$ cat src/rtl/cmd_pkg.sv
// Behaviour
// - layout 100 gives eight-byte record, control byte first
// - bit 0 forward run, clear means stop
// - bit 1 reverse run, clear means stop
// - bit 2 resets device, clears trip
// - bit 3 coasts motor to stop
// - bit 5 selects network run/stop source
// - bit 6 selects network frequency and ramps
// - bytes 2-7 hold three words, low first
// - frequency word in 0.01 Hz units
// - ramp words in 0.1 second units
// - out-of-range values dropped, old value kept
// - source bits frozen while running
// - local speed, jog, ramp inputs win
// - reset at power-up forces master reconnect
// - no ramps supplied means local ramps used
// - run-key indicator off under network control
// - network disabled ignores run and source bits
// - source clear or link loss reverts local
// - run bit before source bit is ignored
package cmd_pkg;
    localparam logic [7:0] LAYOUT_SEL = 8'h64;
    localparam int REC_BYTES = 8;
    localparam int BIT_FWD = 0;
    localparam int BIT_REV = 1;
    localparam int BIT_FRESET = 2;
    localparam int BIT_COAST = 3;
    localparam int BIT_NETCTL = 5;
    localparam int BIT_NETREF = 6;
    localparam int BYTE_FREQ = 2;
    localparam int BYTE_ACC = 4;
    localparam int BYTE_DEC = 6;
    // frequency in 0.01 Hz, ramps in 0.1 s
    localparam logic [15:0] FREQ_MAX = 16'h8CA0;
    localparam logic [15:0] RAMP_MIN = 16'h0001;
    localparam logic [15:0] RAMP_MAX = 16'h7530;
    localparam logic [15:0] FREQ_RESET = 16'h0000;
    localparam logic [15:0] RAMP_RESET = 16'h0000;
    localparam int SCAN_TIMEOUT_MS = 100;
    localparam int CLK_KHZ = 10000;
    localparam int SCAN_TIMEOUT_CYC = SCAN_TIMEOUT_MS * CLK_KHZ;
endpackage

$ cat src/rtl/cmd_link_if.sv
interface cmd_link_if;
    logic rec_valid;
    logic [7:0] layout;
    logic [63:0] rec_data;
    logic link_up;
    logic online;
    modport master (output rec_valid, output layout, output rec_data, output link_up, input online);
    modport drive (input rec_valid, input layout, input rec_data, input link_up, output online);
endinterface

$ cat src/rtl/cmd_decoder.sv
module cmd_decoder
    import cmd_pkg::*;
#(
    parameter int TIMEOUT_CYC = SCAN_TIMEOUT_CYC
) (
    input wire logic CLK,
    input wire logic RESETN,
    cmd_link_if.drive LINK,
    input wire logic NET_ENABLE,
    input wire logic NETSEL_ASSIGNED,
    input wire logic NETWORK_SELECT_INPUT,
    input wire logic MULTISPEED_SELECT_0,
    input wire logic MULTISPEED_SELECT_1,
    input wire logic MULTISPEED_SELECT_2,
    input wire logic MULTISPEED_SELECT_3,
    input wire logic JOG_INPUT,
    input wire logic SECOND_RAMP_SELECT,
    input wire logic LOCAL_FWD,
    input wire logic LOCAL_REV,
    input wire logic [15:0] LOCAL_FREQ,
    input wire logic [15:0] LOCAL_ACC,
    input wire logic [15:0] LOCAL_DEC,
    output logic RUN_FWD,
    output logic RUN_REV,
    output logic FAULT_RESET,
    output logic COAST_STOP,
    output logic LOCAL_OVERRIDE,
    output logic [15:0] FREQ_CMD,
    output logic [15:0] ACC_CMD,
    output logic [15:0] DEC_CMD,
    output logic RUN_KEY_LED
);
    // a timeout below two cycles would drop the link between back-to-back scans
    if (TIMEOUT_CYC < 2) begin : g_tmo_bad
        $error("TIMEOUT_CYC too small");
    end

    ////////////////////////////////////////////////////////////////////////
    // pin synchronisers for the local inputs
    logic [8:0] pin_s1_reg, pin_s2_reg;
    logic [8:0] pins;
    assign pins = {NETWORK_SELECT_INPUT, MULTISPEED_SELECT_0, MULTISPEED_SELECT_1, MULTISPEED_SELECT_2,
                   MULTISPEED_SELECT_3, JOG_INPUT, SECOND_RAMP_SELECT, LOCAL_FWD, LOCAL_REV};
    always_ff @(posedge CLK or negedge RESETN) begin
        if (!RESETN) begin
            pin_s1_reg <= '0;
            pin_s2_reg <= '0;
        end else begin
            pin_s1_reg <= pins;
            pin_s2_reg <= pin_s1_reg;
        end
    end
    logic netsel_s, local_prio, loc_fwd, loc_rev;
    assign netsel_s = pin_s2_reg[8];
    assign local_prio = |pin_s2_reg[7:2];
    assign loc_fwd = pin_s2_reg[1];
    assign loc_rev = pin_s2_reg[0];

    ////////////////////////////////////////////////////////////////////////
    // record fields
    logic rec_ok;
    logic [7:0] ctl;
    logic [15:0] w_freq, w_acc, w_dec;
    assign rec_ok = LINK.rec_valid && LINK.layout == LAYOUT_SEL;
    assign ctl = LINK.rec_data[7:0];
    assign w_freq = LINK.rec_data[BYTE_FREQ*8 +: 16];
    assign w_acc = LINK.rec_data[BYTE_ACC*8 +: 16];
    assign w_dec = LINK.rec_data[BYTE_DEC*8 +: 16];

    logic net_enabled;
    assign net_enabled = NETSEL_ASSIGNED ? netsel_s : NET_ENABLE;

    ////////////////////////////////////////////////////////////////////////
    // state
    logic netctl_reg, netctl_next, netref_reg, netref_next;
    logic fwd_reg, fwd_next, rev_reg, rev_next;
    logic fwd_armed_reg, fwd_armed_next, rev_armed_reg, rev_armed_next;
    logic frst_reg, frst_next, coast_reg, coast_next;
    logic [15:0] freq_reg, freq_next, acc_reg, acc_next, dec_reg, dec_next;
    logic acc_set_reg, acc_set_next, dec_set_reg, dec_set_next;
    logic [31:0] tmo_reg, tmo_next;
    logic online_reg, online_next;

    // next-state logic for the command record
    always_comb begin
        logic running;
        logic bf, br;
        running = RUN_FWD || RUN_REV;
        bf = ctl[BIT_FWD];
        br = ctl[BIT_REV];
        netctl_next = netctl_reg;
        netref_next = netref_reg;
        fwd_next = fwd_reg;
        rev_next = rev_reg;
        fwd_armed_next = fwd_armed_reg;
        rev_armed_next = rev_armed_reg;
        frst_next = 1'b0;
        coast_next = 1'b0;
        freq_next = freq_reg;
        acc_next = acc_reg;
        dec_next = dec_reg;
        acc_set_next = acc_set_reg;
        dec_set_next = dec_set_reg;
        online_next = online_reg;
        tmo_next = tmo_reg;
        if (rec_ok) begin
            tmo_next = '0;
            online_next = 1'b1;
            frst_next = ctl[BIT_FRESET];
            coast_next = ctl[BIT_COAST];
            if (!running) begin
                netctl_next = ctl[BIT_NETCTL];
                netref_next = ctl[BIT_NETREF];
            end
            // a run bit seen high before source was granted must fall first
            if (!bf || !netctl_next) fwd_armed_next = !bf;
            if (!br || !netctl_next) rev_armed_next = !br;
            fwd_next = bf && !br && (fwd_armed_reg || fwd_reg);
            rev_next = br && !bf && (rev_armed_reg || rev_reg);
            if (w_freq <= FREQ_MAX) freq_next = w_freq;
            if (w_acc >= RAMP_MIN && w_acc <= RAMP_MAX) begin
                acc_next = w_acc;
                acc_set_next = 1'b1;
            end
            if (w_dec >= RAMP_MIN && w_dec <= RAMP_MAX) begin
                dec_next = w_dec;
                dec_set_next = 1'b1;
            end
        end else if (tmo_reg >= 32'(TIMEOUT_CYC - 1)) begin
            online_next = 1'b0;
        end else begin
            tmo_next = tmo_reg + 32'd1;
        end
        // disabled network: run and source bits ignored, so no stale run on re-enable
        if (!net_enabled) begin
            netctl_next = netctl_reg;
            netref_next = netref_reg;
            fwd_next = 1'b0;
            rev_next = 1'b0;
            fwd_armed_next = 1'b0;
            rev_armed_next = 1'b0;
        end
        if (!LINK.link_up || !online_next) begin
            netctl_next = 1'b0;
            netref_next = 1'b0;
            fwd_next = 1'b0;
            rev_next = 1'b0;
            fwd_armed_next = 1'b0;
            rev_armed_next = 1'b0;
            online_next = online_next && LINK.link_up;
        end
    end

    // state registers; reset clears link and record, forcing reconnect
    always_ff @(posedge CLK or negedge RESETN) begin
        if (!RESETN) begin
            netctl_reg <= 1'b0;
            netref_reg <= 1'b0;
            fwd_reg <= 1'b0;
            rev_reg <= 1'b0;
            fwd_armed_reg <= 1'b0;
            rev_armed_reg <= 1'b0;
            frst_reg <= 1'b0;
            coast_reg <= 1'b0;
            freq_reg <= FREQ_RESET;
            acc_reg <= RAMP_RESET;
            dec_reg <= RAMP_RESET;
            acc_set_reg <= 1'b0;
            dec_set_reg <= 1'b0;
            tmo_reg <= '0;
            online_reg <= 1'b0;
        end else begin
            netctl_reg <= netctl_next;
            netref_reg <= netref_next;
            fwd_reg <= fwd_next;
            rev_reg <= rev_next;
            fwd_armed_reg <= fwd_armed_next;
            rev_armed_reg <= rev_armed_next;
            frst_reg <= frst_next;
            coast_reg <= coast_next;
            freq_reg <= freq_next;
            acc_reg <= acc_next;
            dec_reg <= dec_next;
            acc_set_reg <= acc_set_next;
            dec_set_reg <= dec_set_next;
            tmo_reg <= tmo_next;
            online_reg <= online_next;
        end
    end

    ////////////////////////////////////////////////////////////////////////
    // output selection, registered
    logic net_run, net_prof;
    assign net_run = net_enabled && netctl_reg && !local_prio;
    assign net_prof = net_enabled && netref_reg && !local_prio;
    logic [4:0] ob_reg, ob_next;
    logic [47:0] prof_reg, prof_next;
    always_comb begin
        ob_next[0] = net_run ? fwd_reg : (loc_fwd && !loc_rev);
        ob_next[1] = net_run ? rev_reg : (loc_rev && !loc_fwd);
        ob_next[2] = frst_reg && net_enabled;
        ob_next[3] = coast_reg && net_enabled;
        ob_next[4] = !net_run;
        prof_next[15:0] = net_prof ? freq_reg : LOCAL_FREQ;
        prof_next[31:16] = (net_prof && acc_set_reg) ? acc_reg : LOCAL_ACC;
        prof_next[47:32] = (net_prof && dec_set_reg) ? dec_reg : LOCAL_DEC;
    end
    always_ff @(posedge CLK or negedge RESETN) begin
        if (!RESETN) begin
            ob_reg <= 5'h10;
            prof_reg <= '0;
        end else begin
            ob_reg <= ob_next;
            prof_reg <= prof_next;
        end
    end
    assign RUN_FWD = ob_reg[0];
    assign RUN_REV = ob_reg[1];
    assign FAULT_RESET = ob_reg[2];
    assign COAST_STOP = ob_reg[3];
    assign RUN_KEY_LED = ob_reg[4];
    assign LOCAL_OVERRIDE = local_prio;
    assign FREQ_CMD = prof_reg[15:0];
    assign ACC_CMD = prof_reg[31:16];
    assign DEC_CMD = prof_reg[47:32];
    assign LINK.online = online_reg; // monitor data keeps flowing even when disabled
endmodule

$ cat src/flat_wrapper.sv
// flat-port wrapper written by rule: the top's interface ports become plain ports
module cmd_decoder_flat import cmd_pkg::*;
#(
    parameter int TIMEOUT_CYC = SCAN_TIMEOUT_CYC
)
  (CLK, RESETN, NET_ENABLE, NETSEL_ASSIGNED, NETWORK_SELECT_INPUT, MULTISPEED_SELECT_0, MULTISPEED_SELECT_1, MULTISPEED_SELECT_2, MULTISPEED_SELECT_3, JOG_INPUT, SECOND_RAMP_SELECT, LOCAL_FWD, LOCAL_REV, LOCAL_FREQ, LOCAL_ACC, LOCAL_DEC, RUN_FWD, RUN_REV, FAULT_RESET, COAST_STOP, LOCAL_OVERRIDE, FREQ_CMD, ACC_CMD, DEC_CMD, RUN_KEY_LED, LINK_rec_valid, LINK_layout, LINK_rec_data, LINK_link_up, LINK_online);
  cmd_link_if LINK_i ();
  input wire logic CLK;
  input wire logic RESETN;
  input wire logic NET_ENABLE;
  input wire logic NETSEL_ASSIGNED;
  input wire logic NETWORK_SELECT_INPUT;
  input wire logic MULTISPEED_SELECT_0;
  input wire logic MULTISPEED_SELECT_1;
  input wire logic MULTISPEED_SELECT_2;
  input wire logic MULTISPEED_SELECT_3;
  input wire logic JOG_INPUT;
  input wire logic SECOND_RAMP_SELECT;
  input wire logic LOCAL_FWD;
  input wire logic LOCAL_REV;
  input wire logic [15:0] LOCAL_FREQ;
  input wire logic [15:0] LOCAL_ACC;
  input wire logic [15:0] LOCAL_DEC;
  output logic RUN_FWD;
  output logic RUN_REV;
  output logic FAULT_RESET;
  output logic COAST_STOP;
  output logic LOCAL_OVERRIDE;
  output logic [15:0] FREQ_CMD;
  output logic [15:0] ACC_CMD;
  output logic [15:0] DEC_CMD;
  output logic RUN_KEY_LED;
  input wire logic [$bits(LINK_i.rec_valid)-1:0] LINK_rec_valid;
  input wire logic [$bits(LINK_i.layout)-1:0] LINK_layout;
  input wire logic [$bits(LINK_i.rec_data)-1:0] LINK_rec_data;
  input wire logic [$bits(LINK_i.link_up)-1:0] LINK_link_up;
  output wire logic [$bits(LINK_i.online)-1:0] LINK_online;
  assign LINK_i.rec_valid = LINK_rec_valid;
  assign LINK_i.layout = LINK_layout;
  assign LINK_i.rec_data = LINK_rec_data;
  assign LINK_i.link_up = LINK_link_up;
  assign LINK_online = LINK_i.online;
  cmd_decoder #(.TIMEOUT_CYC(TIMEOUT_CYC)) u_core (.CLK(CLK), .RESETN(RESETN), .LINK(LINK_i), .NET_ENABLE(NET_ENABLE), .NETSEL_ASSIGNED(NETSEL_ASSIGNED), .NETWORK_SELECT_INPUT(NETWORK_SELECT_INPUT), .MULTISPEED_SELECT_0(MULTISPEED_SELECT_0), .MULTISPEED_SELECT_1(MULTISPEED_SELECT_1), .MULTISPEED_SELECT_2(MULTISPEED_SELECT_2), .MULTISPEED_SELECT_3(MULTISPEED_SELECT_3), .JOG_INPUT(JOG_INPUT), .SECOND_RAMP_SELECT(SECOND_RAMP_SELECT), .LOCAL_FWD(LOCAL_FWD), .LOCAL_REV(LOCAL_REV), .LOCAL_FREQ(LOCAL_FREQ), .LOCAL_ACC(LOCAL_ACC), .LOCAL_DEC(LOCAL_DEC), .RUN_FWD(RUN_FWD), .RUN_REV(RUN_REV), .FAULT_RESET(FAULT_RESET), .COAST_STOP(COAST_STOP), .LOCAL_OVERRIDE(LOCAL_OVERRIDE), .FREQ_CMD(FREQ_CMD), .ACC_CMD(ACC_CMD), .DEC_CMD(DEC_CMD), .RUN_KEY_LED(RUN_KEY_LED));
endmodule
$ cat config.mk
export PLATFORM = sky130hd
export DESIGN_NAME = cmd_decoder_flat
export DESIGN_NICKNAME = d
export VERILOG_FILES = /design/src/rtl/cmd_pkg.sv /design/src/rtl/cmd_link_if.sv /design/src/rtl/cmd_decoder.sv /design/src/flat_wrapper.sv
export SDC_FILE = /design/constraint.sdc
export NUM_CORES = 1
export LEC_CHECK = 0
export ABC_AREA = 0
export BUFFER_PORTS_ARGS = -buffer_cell sky130_fd_sc_hd__buf_2
export CORE_ASPECT_RATIO = 0.5
export CORE_MARGIN = 10
export CORE_UTILIZATION = 30
export DETAILED_ROUTE_END_ITERATION = 8
export PLACE_DENSITY = 0.55
export SETUP_SLACK_MARGIN = 0.4
export SLEW_MARGIN = 20
export SYNTH_ARGS = -nofsm -noshare
export SYNTH_HDL_FRONTEND = slang
export SYNTH_SLANG_ARGS = --single-unit
$ cat constraint.sdc
create_clock -name CLK -period 3.11 [get_ports CLK]
set_input_delay 0.311 -clock CLK [delete_from_list [all_inputs] [get_ports CLK]]
set_output_delay 0.311 -clock CLK [all_outputs]
set_load 0.02 [all_outputs]
; ---- Word level (Yosys, flattened, before mapping)
; Index checks and enable logic that the tools add are counted.
[word_totals]
register_bits = 162
inputBits = 135
output_inout_bits = 55
elab_cells = 111
[classes]
addsub = 1
order_cmp = 6
eq_ne = 6
mux = 36
reduce_logical = 43
[ops]
columns = operator, n
row1 = 2-to-1 mux 32 bit, 2
row2 = 2-to-1 mux 16 bit, 3
row3 = "adder 32 x 1 -> 32 bit, second input constant", 1
row4 = "greater-or-equal comparator 16 x 1 -> 1 bit, second input constant", 2
row5 = "greater-or-equal comparator 32 x 20 -> 1 bit, second input constant", 1
row6 = "<= comparator 16 x 15 -> 1 bit, second input constant", 2
row7 = 2-to-1 mux 1 bit, 31
row8 = logical AND 1 bit, 18
row9 = "<= comparator 16 bit, second input constant", 1
row10 = AND reduction 2 bit, 6
row11 = zero test 1 bit, 9
row12 = "== test 8 x 7 -> 1 bit, second input constant", 1
row13 = logical OR 1 bit, 6
row14 = "!= test 3 bit, second input constant", 2
row15 = OR reduction 6 bit, 1
row16 = nonzero test 2 bit, 2
row17 = "!= test 3 x 2 -> 1 bit, second input constant", 1
row18 = AND reduction 3 bit, 1
row19 = "!= test 2 x 1 -> 1 bit, second input constant", 1
row20 = "!= test 2 bit, second input constant", 1

; ---- Longest topological paths before layout
[logic_depth]
word_depth = 9
mapped_depth = 7

; ---- Worst setup path after synthesis
; OpenSTA, ideal clock, no wires.
[synth_path]
kind = register -> register
from = reg u_core.tmo_reg[0]
to = reg u_core.tmo_reg[17]
t_arrival_ns = 1.966
setup_slack_ns = 1.066
path_stages_with_launch = 8
period_less_slack_ns = 2.044
path_cell_list = dfrtp_1 -> ha_1 -> and3_4 -> a311oi_4 -> o2111ai_2 -> buf_6 -> or3_1 -> a21oi_1
[synth_via]
elab_chain_cells = 3
word_cells_on_any_way = 5
classes_between = add/sub (1) / order compare (1) / eq/ne (1) / mux (2)
[synth_rtl]
columns = element, line_no
row1 = start: declaration, cmd_decoder.sv:81  ; logic [31:0] tmo_reg, tmo_next;
row2 = start signal: assignment, cmd_decoder.sv:186  ; tmo_reg <= tmo_next;
row3 = adder 32 x 1 -> 32 bit, cmd_decoder.sv:132  ; tmo_next = tmo_reg + 32'd1;
row4 = 2-to-1 mux 32 bit, cmd_decoder.sv:129  ; end else if (tmo_reg >= 32'(TIMEOUT_CYC - 1)) begin
row5 = 2-to-1 mux 32 bit, cmd_decoder.sv:106  ; if (rec_ok) begin
; Parallel ways exist; a longest one is shown, timed or not. The select of a mux whose other input is x is not followed.
; A chain may end at the register's enable or synchronous reset.

; ---- Worst setup path in the final report
[layout_path]
from = reg u_core.tmo_reg[0]
to = reg u_core.tmo_reg[9]
; Same word-level chain as after synthesis.

==> qor.yml <==
setup_tns_ns: 0
core_area_um2: 21540
finalHoldViolCount: 0
drv_cap: 0
yosys.area.top_type: "dfrtp_1"
path_cells: "ha_1, and3_4, a311oi_4, o2111ai_2, or3_1, a21oi_1"
cpPeakStageDelay_ns: 0.43
wl_per_cell_um: 17.03
numClockSinks: 162
finalCritPeriodShare_pct: 73.60
die_height_um: 124.4
status: "finished, final reports clean"
dp.cells: 984
ant_nets: 0
clock-root-buffer: "clkbuf_16"
hold_class: "primary input to flip-flop"
syn_area_per_cell_um2: 12.77
path_delay_family: "compound AO/OA/AOI/OAI gates"
cts_setup_buffers: 0
crit-reg2reg-capture: "u_core.tmo_reg[9]"
min-delay-start: "LOCAL_FREQ[9]"
grt_setup_unrepaired: "no"
synth.most_common_cell: "dfrtp_1"
start_kind: "flip-flop"
r2r-start: "u_core.tmo_reg[0]"
crit_fanout: 11
rrSetupSlack_ns: 0.82
ioPinCount: 190
power_density_nw_per_um2: 599.8
grt_util_all_layers_pct: 12.19
p_switching_mw: 1.361
drive_above_1_share_pct: 42.48
first_global_vias: 5024
clock_path_buffers: 2
setup_viol: 0
grt.overflow.total: 0
drc_errors: 0
worst_hold_slack_ns: 0.07570
fmax_ghz: 0.4369
hold_depth: 3
wirelength_um: 17460
syn_to_final_growth_pct: 29.73
clkPwrFrac_pct: 41.6
instances_no_fill: 1025
worstRegToRegCells: 6
synth.top_cell.area_share_pct: 61.60
crit_buf_inv: 0
cts.clk_slew.worst_paths_ns: 0.07
post-route-util_pct: 39.39
post_drt_via_cell_ratio: 4.511
grt_max_degree: 79
max-vdd-ir-drop_mv: 0.2995
ys_async_sr_fraction_pct: 100.0
p_int_mw: 3.728
cts_tree: "yes"
path_class: "flip-flop to flip-flop"
cts_resized: 0
die_w_um: 228.8
largest_register_ffs: 48
pwr-share-comb_pct: 11.4
drt_first_iter_violations: 317
port_buffers: 179
antenna_found_initial: 0
place.gp.congestion: 0.7922
crit_path_top_delay_cell: "a311oi_4"
synth-edff-count: 0
grt_pass1_wl_um: 27580
slew-limit-headroom_pct: 49.42
clock_latency_ns: 0.43
p_leak_nw: 4.109
start_util_pct: 30.36
skew_ns: 0.008817
htreeDepth: 4
p_seq_share_pct: 47.1
vias: 4624
ys_seq_area_share_pct: 62.00
rows: 38
synth_flop_cell: "dfrtp_1"
die-area_um2: 28460
holdBufCountCts: 10
worst_pin_slew_ns: 0.7587
synth_warnings: 0
min_to: "u_core.prof_reg[9]"
synth-seq-cells: 162
dp_hpwl_um: 13120
synth_cells: 512
cp.required_ns: 3.46
netlist_area_um2: 6540
totalPowerFinal_mw: 5.089
finalCriticalPeriod_ns: 2.289
cp.arrival_ns: 2.64
switching_share_pct: 26.74
worst-path-stages: 6
cp-end-kind: "flip-flop"
drv_slew: 0
cts_buffers: 17
firstDrtPassIters: 4
ys_top_cells_by_area: "dfrtp_1, mux2_2, nand2_1, a21oi_1, mux2_4"
syn-num-nets: 648
ys_types: 54
layout.nets: 849
antenna_cells: 0
synthTopCellsByCount: "dfrtp_1, nand2_1, mux2_2"
-- cells in the final DEF, fill, tap and decap left out, drive strengths merged, types with 6 or more instances in the layout --
cell type      n
or3           10
nor2          15
nand4          6
dfrtp        161
inv           13
nand3         10
buf          187
clkbuf        19
and3           8
dlygate4sd3   10
mux2          74
nor4          12
nor3           8
o21ai         17
a21oi         24
nand2         74
and2          17
-- per-stage QoR --
stage	setup WS (ns)	area, µm²
global route	0.6571	8484
floorplan	1.066	6540
finish	0.8209	8484
CTS	0.8386	8484
global placement	0.8636	7795
detailed placement	0.8143	7795
-- logic make-up (layout without fill, tap and decap cells) --
family | count (synthesis) | in the layout | synth area share (%)
adders and majority gates | 1 | 1 | 0.1913
DFF | 162 | 162 | 62.00
buffers and inverters | 23 | 236 | 1.913
muxes | 78 | 78 | 13.81
xor gates and xnor gates | 2 | 2 | 0.2679
and+or+nand+nor | 179 | 179 | 14.62
AOI/OAI and AO/OA | 67 | 67 | 7.194
-- layer usage --
layer | wire length, µm | GRT usage, %
met1 | 7147 | 13.65
met2 | 9665 | 22.73
met3 | 381 | 1.978
met4 | 261 | 4.839
met5 | 0 | 0
-- cell type report --
type	count	area (µm²)
Tap cell	300	375.4
Clock buffer	19	442.9
Fill cell	2102	13050
Timing Repair Buffer	197	1075
Clock inverter	12	146.4
Multi-Input combinational cell	327	2360
Sequential cell	162	4055
Inverter	8	30.03
-- power by group through the flow --
stage | combinational, mW | sequential, mW | clock, mW
after floorplan | 0.287 | 2.44 | 0
after global routing | 0.650 | 2.42 | 2.26
after CTS | 0.585 | 2.39 | 2.17
after global placement | 0.549 | 2.42 | 0
final | 0.579 | 2.40 | 2.12
after detailed placement | 0.569 | 2.43 | 0
-- worst register-to-register path, stage by stage, from the launching register on --
cell       delay, ns
dfrtp_1         0.42
ha_1            0.26
and3_4          0.21
a311oi_4        0.43
o2111ai_2       0.33
or3_1           0.44
a21oi_1         0.14
-- worst max path at each step --
stage	slack, ns	to	start
finish	0.82	u_core.tmo_reg[9]	u_core.tmo_reg[0]
global route	0.66	u_core.tmo_reg[16]	u_core.tmo_reg[11]
CTS	0.84	u_core.tmo_reg[9]	u_core.tmo_reg[0]
detailed placement	0.81	u_core.acc_reg[6]	LINK_rec_data[35]
global placement	0.86	u_core.acc_reg[3]	LINK_rec_data[35]
floorplan	1.07	u_core.tmo_reg[17]	u_core.tmo_reg[0]
No activity file was read; power rests on OpenSTA's default activity.
